File: src/sram_ctrl_pkg.sv
package sram_ctrl_pkg;
  // Address and lane geometry
  localparam int ADDR_W = 18;
  localparam int LANES = 4;
  localparam int LANE_W = 9;
  localparam int DATA_W = LANES * LANE_W;
  localparam int SEED_W = 2;
  // Burst counter reset value
  localparam logic [SEED_W-1:0] SEED_RST = 2'h0;
  // Burst ordering select level
  localparam logic ORDER_INTERLEAVED = 1'h1;
  // Access kinds
  typedef enum logic [2:0] {
    ACC_IDLE = 3'h1,
    ACC_READ = 3'h2,
    ACC_WRITE = 3'h4
  } access_t;
endpackage

File: src/burst_if.sv
`timescale 1ns/1ps
// Carries the burst counter controls between the top and the counter
interface burst_if;
  import sram_ctrl_pkg::*;
  logic load; // Seed the counter
  logic step; // Advance one beat
  logic interleaved; // Ordering mode
  logic [SEED_W-1:0] seed; // Starting low address bits
  logic [SEED_W-1:0] low_addr; // Current low address bits
  modport ctrl (output load, output step, output interleaved, output seed, input low_addr);
  modport cnt (input load, input step, input interleaved, input seed, output low_addr);
endinterface

File: src/burst_counter.sv
`timescale 1ns/1ps
// Two-bit burst counter, linear or interleaved order
module burst_counter
  import sram_ctrl_pkg::*;
(
  input wire logic clk,
  input wire logic reset,
  burst_if.cnt bus
);
  // Counter state
  typedef struct packed {
    logic [SEED_W-1:0] base; // Seed captured at load
    logic [SEED_W-1:0] beat; // Beats advanced since load
  } cnt_state_t;
  cnt_state_t state_reg;
  cnt_state_t state_next;

  // Next state: load seeds, step advances
  always_comb begin
    state_next = state_reg;
    if (bus.load) begin
      state_next.base = bus.seed;
      state_next.beat = SEED_RST;
    end else if (bus.step) begin
      state_next.beat = state_reg.beat + 2'h1;
    end
  end

  // Register state
  always_ff @(posedge clk or posedge reset) begin
    if (reset) begin
      state_reg <= '0;
    end else begin
      state_reg <= state_next;
    end
  end

  // Interleaved xors the beat, linear adds it
  assign bus.low_addr = bus.interleaved ? (state_reg.base ^ state_reg.beat)
                                        : SEED_W'(state_reg.base + state_reg.beat);
endmodule // burst_counter

File: src/sync_sram_addr_write_ctrl.sv
`timescale 1ns/1ps
// Summary of operation
// - Capture address on strobe with chip selected
// - Seed burst counter from low address bits
// - Register all synchronous inputs on clock rise
// - Advance burst counter when advance is low
// - Lane select low plus qualifier writes lane
// - Global write low writes every lane
// - Primary select active low, combined with others
// - Processor strobe ignored when primary select high
// - Chip selects looked at only on address load
// - Both strobes low: processor strobe wins
// - Second select high-active, third low-active
// - Ordering input: high interleaved, low linear
module sync_sram_addr_write_ctrl
  import sram_ctrl_pkg::*;
(
  input wire logic clk,
  input wire logic reset,
  input wire logic [sram_ctrl_pkg::ADDR_W-1:0] addr_in, // Upper address inputs
  input wire logic burst_seed_bit0, // Low address bit 0
  input wire logic burst_seed_bit1, // Low address bit 1
  input wire logic [sram_ctrl_pkg::DATA_W-1:0] data_in, // Write data
  input wire logic processor_addr_strobe, // Active low
  input wire logic controller_addr_strobe, // Active low
  input wire logic burst_advance, // Active low
  input wire logic byte_write_qualifier, // Active low
  input wire logic lane_a_write_select, // Active low
  input wire logic lane_b_write_select, // Active low
  input wire logic lane_c_write_select, // Active low
  input wire logic lane_d_write_select, // Active low
  input wire logic all_lanes_write, // Active low
  input wire logic primary_chip_select_n,
  input wire logic second_chip_select,
  input wire logic third_chip_select_n,
  input wire logic burst_order, // High interleaved, low linear
  output logic [sram_ctrl_pkg::ADDR_W-1:0] mem_addr, // Full access address
  output logic [sram_ctrl_pkg::DATA_W-1:0] mem_wdata, // Registered write data
  output logic [sram_ctrl_pkg::LANES-1:0] mem_lane_we, // Lane write strobes
  output logic mem_read, // Read access this cycle
  output logic mem_selected // Device selected
);
  import sram_ctrl_pkg::*;

  // Is the device selected by the three chip selects
  function automatic logic chip_selected(input logic cs1_n, input logic cs2, input logic cs3_n);
    chip_selected = !cs1_n && cs2 && !cs3_n;
  endfunction

  // Sampled inputs, one cycle behind the pins
  typedef struct packed {
    logic [ADDR_W-1:0] addr;
    logic [SEED_W-1:0] seed;
    logic [DATA_W-1:0] data;
    logic processor_addr_strobe_n;
    logic controller_addr_strobe_n;
    logic adv_n;
    logic bwq_n;
    logic [LANES-1:0] lane_n;
    logic gw_n;
    logic cs1_n;
    logic cs2;
    logic cs3_n;
    logic order;
  } in_t;

  // Whole module state
  typedef struct packed {
    in_t smp; // Input sample registers
    logic [ADDR_W-1:0] addr_hold; // Captured external address
    logic selected; // Selection held from last load
    logic in_burst; // Burst in progress
    access_t acc; // Kind of current access
    logic [ADDR_W-1:0] addr_out;
    logic [DATA_W-1:0] wdata_out;
    logic [LANES-1:0] we_out;
    logic read_out;
    logic sel_out;
  } state_t;

  state_t state_reg;
  state_t state_next;
  burst_if bif ();

  // Working signals of the decode
  logic ps_take; // Processor strobe recognised
  logic cs_take; // Controller strobe recognised
  logic load; // New external address loaded
  logic [LANES-1:0] lane_we; // Lane write decode

  // Burst counter seeded from the sampled low bits
  burst_counter u_counter (
    .clk(clk),
    .reset(reset),
    .bus(bif)
  );

  // Counter controls. The counter is seeded only by a load that selects
  // the device: a deselected strobe captures no address, so it must not
  // disturb the low bits that the last burst left on the address output.
  // The selection test is the same function used for the held selection.
  assign bif.load = load && chip_selected(state_reg.smp.cs1_n, state_reg.smp.cs2,
                                          state_reg.smp.cs3_n);
  // Advance only inside a burst, never on an edge that loads a new address
  assign bif.step = !load && state_reg.in_burst && !state_reg.smp.adv_n;
  // Ordering pin is sampled like every other input
  assign bif.interleaved = (state_reg.smp.order == ORDER_INTERLEAVED);
  // Seed comes from the two sampled low address pins
  assign bif.seed = state_reg.smp.seed;

  // Strobe decode on the sampled inputs
  always_comb begin
    // Processor strobe needs the primary select low; the controller strobe
    // counts only when the processor strobe is not taken
    ps_take = !state_reg.smp.processor_addr_strobe_n && !state_reg.smp.cs1_n;
    cs_take = !state_reg.smp.controller_addr_strobe_n && (state_reg.smp.processor_addr_strobe_n || state_reg.smp.cs1_n);
    load = ps_take || cs_take;
    // Global write overrides the qualifier and every lane select
    if (!state_reg.smp.gw_n) begin
      lane_we = '1;
    end else if (!state_reg.smp.bwq_n) begin
      lane_we = ~state_reg.smp.lane_n;
    end else begin
      lane_we = '0;
    end
  end

  // Next state
  always_comb begin
    state_next = state_reg;
    // Register every pin each edge
    state_next.smp.addr = addr_in;
    state_next.smp.seed = {burst_seed_bit1, burst_seed_bit0};
    state_next.smp.data = data_in;
    state_next.smp.processor_addr_strobe_n = processor_addr_strobe;
    state_next.smp.controller_addr_strobe_n = controller_addr_strobe;
    state_next.smp.adv_n = burst_advance;
    state_next.smp.bwq_n = byte_write_qualifier;
    state_next.smp.lane_n = {lane_d_write_select, lane_c_write_select,
                             lane_b_write_select, lane_a_write_select};
    state_next.smp.gw_n = all_lanes_write;
    state_next.smp.cs1_n = primary_chip_select_n;
    state_next.smp.cs2 = second_chip_select;
    state_next.smp.cs3_n = third_chip_select_n;
    state_next.smp.order = burst_order;
    // Access strobes are one-cycle pulses unless a beat below raises them
    state_next.we_out = '0;
    state_next.read_out = 1'h0;
    if (load) begin
      // Selects only looked at when an address loads
      state_next.selected = chip_selected(state_reg.smp.cs1_n, state_reg.smp.cs2,
                                          state_reg.smp.cs3_n);
      if (state_next.selected) begin
        // Selected: take the upper address and start a burst
        state_next.addr_hold = state_reg.smp.addr;
        state_next.in_burst = 1'h1;
        if (lane_we != '0) begin
          // Some lane written, globally or through a qualified select
          state_next.acc = ACC_WRITE;
          state_next.we_out = lane_we;
        end else begin
          // Nothing written, so the access is a read
          state_next.acc = ACC_READ;
          state_next.read_out = 1'h1;
        end
      end else begin
        // Deselected: no access, and a running burst ends
        state_next.in_burst = 1'h0;
        state_next.acc = ACC_IDLE;
      end
    end else if (state_reg.in_burst && !state_reg.smp.adv_n) begin
      // Continue the burst with the held selection
      if (state_reg.acc == ACC_WRITE) begin
        // Write beats take the lane decode sampled on this beat
        state_next.we_out = lane_we;
      end else begin
        // Read beats repeat the read pulse
        state_next.read_out = 1'h1;
      end
    end
    // Selection output stands until the next load
    state_next.sel_out = state_next.selected;
    // Write data leaves two edges after the pins, beside its lane strobes
    state_next.wdata_out = state_reg.smp.data;
    // Upper bits from the captured address, low bits from the counter
    state_next.addr_out = {state_next.addr_hold[ADDR_W-1:SEED_W], bif.low_addr};
  end

  // Address output straight from its flip-flops
  always_comb begin
    mem_addr = state_reg.addr_out;
  end

  // Register state. Reset parks every sampled strobe, write and select at
  // its inactive level, so the first edge after release cannot decode a
  // load from reset values.
  always_ff @(posedge clk or posedge reset) begin
    if (reset) begin
      state_reg <= '0;
      state_reg.smp.processor_addr_strobe_n <= 1'h1;
      state_reg.smp.controller_addr_strobe_n <= 1'h1;
      state_reg.smp.adv_n <= 1'h1;
      state_reg.smp.bwq_n <= 1'h1;
      state_reg.smp.gw_n <= 1'h1;
      state_reg.smp.lane_n <= '1;
      state_reg.smp.cs1_n <= 1'h1;
      state_reg.smp.cs3_n <= 1'h1;
      state_reg.acc <= ACC_IDLE;
    end else begin
      // Whole state moves together
      state_reg <= state_next;
    end
  end

  // Outputs straight from flip-flops
  assign mem_wdata = state_reg.wdata_out;
  assign mem_lane_we = state_reg.we_out;
  assign mem_read = state_reg.read_out;
  assign mem_selected = state_reg.sel_out;
endmodule // sync_sram_addr_write_ctrl

File: config.mk
export PLATFORM = sky130hd
export DESIGN_NAME = sync_sram_addr_write_ctrl
export DESIGN_NICKNAME = d
export VERILOG_FILES = /design/src/sram_ctrl_pkg.sv /design/src/burst_if.sv /design/src/burst_counter.sv /design/src/sync_sram_addr_write_ctrl.sv
export SDC_FILE = /design/constraint.sdc
export NUM_CORES = 1
export LEC_CHECK = 0
export ABC_AREA = 0
export BUFFER_PORTS_ARGS = -buffer_cell sky130_fd_sc_hd__buf_2
export CORE_ASPECT_RATIO = 1.25
export CORE_MARGIN = 2
export CORE_UTILIZATION = 50
export DETAILED_ROUTE_END_ITERATION = 8
export PLACE_DENSITY = 0.84
export SYNTH_ARGS = -nofsm -noshare
export SYNTH_HDL_FRONTEND = slang
export SYNTH_SLANG_ARGS = --single-unit
File: constraint.sdc
create_clock -name clk -period 5.85 [get_ports clk]
set_clock_uncertainty 0.15 [all_clocks]
set_input_delay 0.8775 -clock clk [delete_from_list [all_inputs] [get_ports clk]]
set_output_delay 0.8775 -clock clk [all_outputs]
set_load 0.005 [all_outputs]
### Yosys cells after proc, flatten, opt, wreduce, memory -nomap -nowiden

Index checks and enable logic that the tools add are counted.
W data, S select, Z words.

* $add $sub $neg: 2
* reductions and logical operators: 19
* muxes and demuxes: 16
* equality and inequality tests: 1
* bitwise logic cells: 2

Operator list (count)
* $mux W23: 1
* $mux W4: 5
* $mux W18: 1
* $mux W5: 3
* $logic_and A1 B1 Y1: 8
* $logic_not A1 Y1: 6
* $mux W2: 3
* $not A4 Y4: 1
* $reduce_bool A4 Y1: 1
* $eq A3 B3 Y1 const B: 1
* $mux W3: 1
* $add A2 B1 Y2 const B: 1
* $add A2 B2 Y2: 1
* $logic_or A1 B1 Y1: 2
* $mux W1: 2
* $reduce_and A2 Y1: 1
* $reduce_bool A2 Y1: 1
* $xor A2 B2 Y2: 1

* logic and storage cells: 64
* output and inout bits: 60
* bits of input ports: 71
* register bits: 155

### Logic depth before layout (Yosys ltp)

* depth in word-level cells: 8
* depth in mapped cells: 4
* gate-level depth less buffers: 3

### Hierarchy

A second synthesis with hierarchy kept.

* cell total of the unflattened synthesis: 252
* area total of the unflattened synthesis: 4316.6 um^2

Modules (own cells, without submodules)
* sync_sram_addr_write_ctrl: cells each 236, area an instance 4115.2 um^2, instances 1, sequential area each 3268.1 um^2
* burst_counter: cells each 16, area an instance 201.4 um^2, instances 1, sequential area each 100.1 um^2

### Least setup slack after synthesis

Ideal clock, no wire load.

* kind: register to output
* from: register state_reg, in the netlist mem_addr[2]
* to: output port mem_addr[2] (netlist name)
* data required time: 4823 ps
* cell stages (with the launch flop): 2
* arrival: 477 ps
* slack: 4345 ps
* path buffers: 1
* cell sequence: dfrtp_1 > buf_4

RTL lines
* start: declaration: line sync_sram_addr_write_ctrl.sv:81 `state_t state_reg;`
* start signal: assignment: line sync_sram_addr_write_ctrl.sv:211 `state_reg <= state_next;`
* end: declaration: line sync_sram_addr_write_ctrl.sv:37 `output logic [sram_ctrl_pkg::ADDR_W-1:0] mem_addr,`

No word-level cell between the ends.

==> results.py <==
metrics = {
    "die": {
        "ioPinCount": 131,
        "floorplan.initialDensity": 0.520,
        "dieArea_sq_um": 9420,
        "die_h_microns": 108,
        "core_sq_um": 8330,
        "die_w_microns": 87.2,
        "num_rows": 37,
    },
    "detailed_routing": {
        "wirelength_microns": 6420,
        "drt_pass1_iterations": 4,
        "vias": 2074,
        "via_per_inst": 4.59,
        "antenna_left": 0,
        "drc": 0,
        "drt-initial-drc-count": 43,
        "wl_per_cell_microns": 14.2,
    },
    "power_and_ir_drop": {
        "clock_power_share": 0.455,
        "powerDensity_nw_per_um2": 411,
        "p_int_mw": 1.65,
        "ir_drop_mv": 0.284,
        "power_frac_seq": 0.481,
        "p_leak_nw": 2.58,
        "combPwrFrac": 0.064,
        "switchingPower_uw": 487,
        "finalPower_mw": 2.14,
        "p_sw_frac": 0.228,
    },
    "critical_path": {
        "path_buf_inv": 1,
        "startpoint_type": "flip-flop",
        "crit_path_cell_trace": "buf_2",
        "r2r_slack_ns": 4.17,
        "worstReg2RegStart": "state_reg[86]",
        "cp_data_arrival_time_ns": 1.03,
        "path_max_fanout": 4,
        "criticalPathCategory": "flip-flop to output port",
        "crit_family": "flip-flops",
        "cp.required_ns": 4.82,
        "critPathSlowestCell": "dfrtp_1",
        "reg2reg_depth": 3,
        "cpPeakStageDelay_ns": 0.41,
        "cp-end-kind": "output port",
        "regToRegEndpoint": "u_counter.state_reg[2]",
    },
    "grt": {
        "overflow": 0,
        "grt_pass1_wl_microns": 10100,
        "grtUsageMet3": 0.0641,
        "grt_usage": 0.145,
        "grt_util_met1": 0.165,
        "busiest_layer": "met2",
        "antenna_found_initial": 0,
        "grt_util_met2": 0.243,
        "grt_max_degree": 82,
        "grt_pass1_vias": 2120,
    },
    "clock_tree": {
        "cts_tree": "built",
        "path_clk_slew_ns": 0.06,
        "insertion_delay_ns": 0.49,
        "cts_buffer_depth": 2,
        "cts_buffers": 17,
        "clock_sinks": 134,
        "ctsHoldBuffers": 0,
        "post_cts_resized": 0,
        "ctsHtreeMaxLevel": 4,
        "cts_root_buf": "clkbuf_8",
        "postCtsSetupBuffers": 0,
    },
    "cells_and_area": {
        "multiInputGateArea_sq_um": 499,
        "fin_nets": 414,
        "n_antenna_cell": 0,
        "layout_common_cells": "buf_2 (128), dfrtp_1 (122), clkbuf_16 (16)",
        "synthToLayoutAreaGrowth_pct": 20.3,
        "postLayoutCellArea_sq_um": 5210,
        "mostFrequentLayoutCell": "buf_2",
        "drive_gt1_frac": 0.546,
        "fill_cells": 601,
        "seq_area_sq_um": 3370,
    },
    "place": {
        "placed_area_sq_um": 4650,
        "gp_congestion": 0.742,
        "dp.final_hpwl_microns": 4410,
        "portBuffers": 128,
    },
    "synthesis": {
        "synth_top_family_by_area": "buffers and inverters",
        "synth_top_area_share": 0.705,
        "yosysWarnings": 0,
        "synth-seq-cells": 134,
        "synth_fp_nets": 326,
        "synthArstFlopShare": 1.00,
        "muxShareOfSynthArea": 0.0538,
        "synth.area.top_cells": "dfrtp_1 (71%), buf_4 (10%), dfstp_2 (7.3%), mux2_4 (2.8%), mux2_2 (2.6%)",
        "synth_area_leader_cell": "dfrtp_1",
        "synth_cell_type_count": 28,
        "synth.avg_cell_area_sq_um": 17.0,
        "yosys.area_share.simple": 0.0298,
        "synth-compound-area-share": 0.0249,
        "netlist_instances": 254,
        "yosys.area_share.adder": 0.00289,
        "synth-edff-count": 0,
        "synth_ff_type": "dfrtp_1",
        "ys_seq_area_frac": 0.778,
        "syn_area_sq_um": 4330,
        "synthXorXnorAreaFrac": 0.00405,
    },
    "timing": {
        "setup_tns_ns": 0,
        "hold_viol_final": 0,
        "slew_violations": 0,
        "worstMarginPinSlew_ns": 0.943,
        "post-route-period-util": 0.352,
        "rsz0062_at_grt": "no",
        "fmax_mhz": 485,
        "setup_viol": 0,
        "slew_headroom": 0.371,
        "period_minus_slack_ns": 2.06,
    },
    "min_path": {
        "worst_hold_path.endpoint": "mem_wdata[15]",
        "hp-class": "flip-flop to flip-flop",
        "hold_start": "state_next[21]",
        "hold_depth": 0,
    },
    "outcome": {
        "status": "complete, no violations",
    },
    "run": {
        "drv_cap": 0,
    },
}
[power groups by stage]
stage	combinational [mW]	sequential, mW	clock, mW
2_1_floorplan	0.122	1.04	0
3_3_place_gp	0.138	1.04	0
3_5_place_dp	0.142	1.05	0
4_1_cts	0.142	1.03	0.990
5_1_grt	0.153	1.04	1.04
6_report	0.138	1.03	0.972
[final cells by class]
cell class / instances / share of cell area
well taps: 97 / 0.0233
repair buffers: 129 / 0.124
clock inverters: 14 / 0.0271
inverters: 2 / 0.00240
flip-flops and latches: 134 / 0.647
clock buffers: 18 / 0.0802
multi-input cells: 58 / 0.0958
[cell families after synthesis]
kind of cell	count (synthesis)
mux	18
fa+ha+maj	1
simple gates	22
compound gates	15
buf+inv	62
xor+xnor	2
flops	134
[worst max-delay path by stage]
stage | cells after the start | startpoint | end | slack (ns)
2_1_floorplan | 1 | reset | bif.interleaved | 1.26
3_3_place_gp | 3 | reset | state_next[18] | 3.43
3_5_place_dp | 3 | reset | state_next[28] | 3.37
4_1_cts | 1 | state_reg[63] | mem_selected | 3.75
5_1_grt | 3 | reset | mem_addr[9] | 3.67
6_report | 1 | state_reg[63] | mem_selected | 3.79
[routing by layer]
| metal | wire length [microns] | share of wire |
|---|---|---|
| met5 | 0 | 0 |
| met4 | 56 | 0.0087 |
| met3 | 371 | 0.058 |
| met2 | 3520 | 0.55 |
| met1 | 2470 | 0.38 |
[per-stage QoR]
stage | util | std cells | setup slack [ns] | hold WS (ns)
6_report | 0.625 | 452 | 3.79 | 0.196
4_1_cts | 0.625 | 452 | 3.75 | 0.197
2_1_floorplan | - | 254 | 1.26 | 0.181
3_5_place_dp | 0.558 | 420 | 3.37 | 0.185
3_3_place_gp | 0.558 | 420 | 3.43 | 0.182
5_1_grt | 0.625 | 452 | 3.67 | 0.204
[Yosys cell counts, types with 2 or more instances]
master and count:
buf_4 59, dfrtp_1 122, mux2_2 10, nor2_1 9, inv_1 2, xnor2_1 2, nor2b_1 2, o21a_1 5
dfstp_2 12, nand2_1 3, o21ai_0 4, mux2_4 8
No activity file was read; power rests on OpenSTA's default activity.
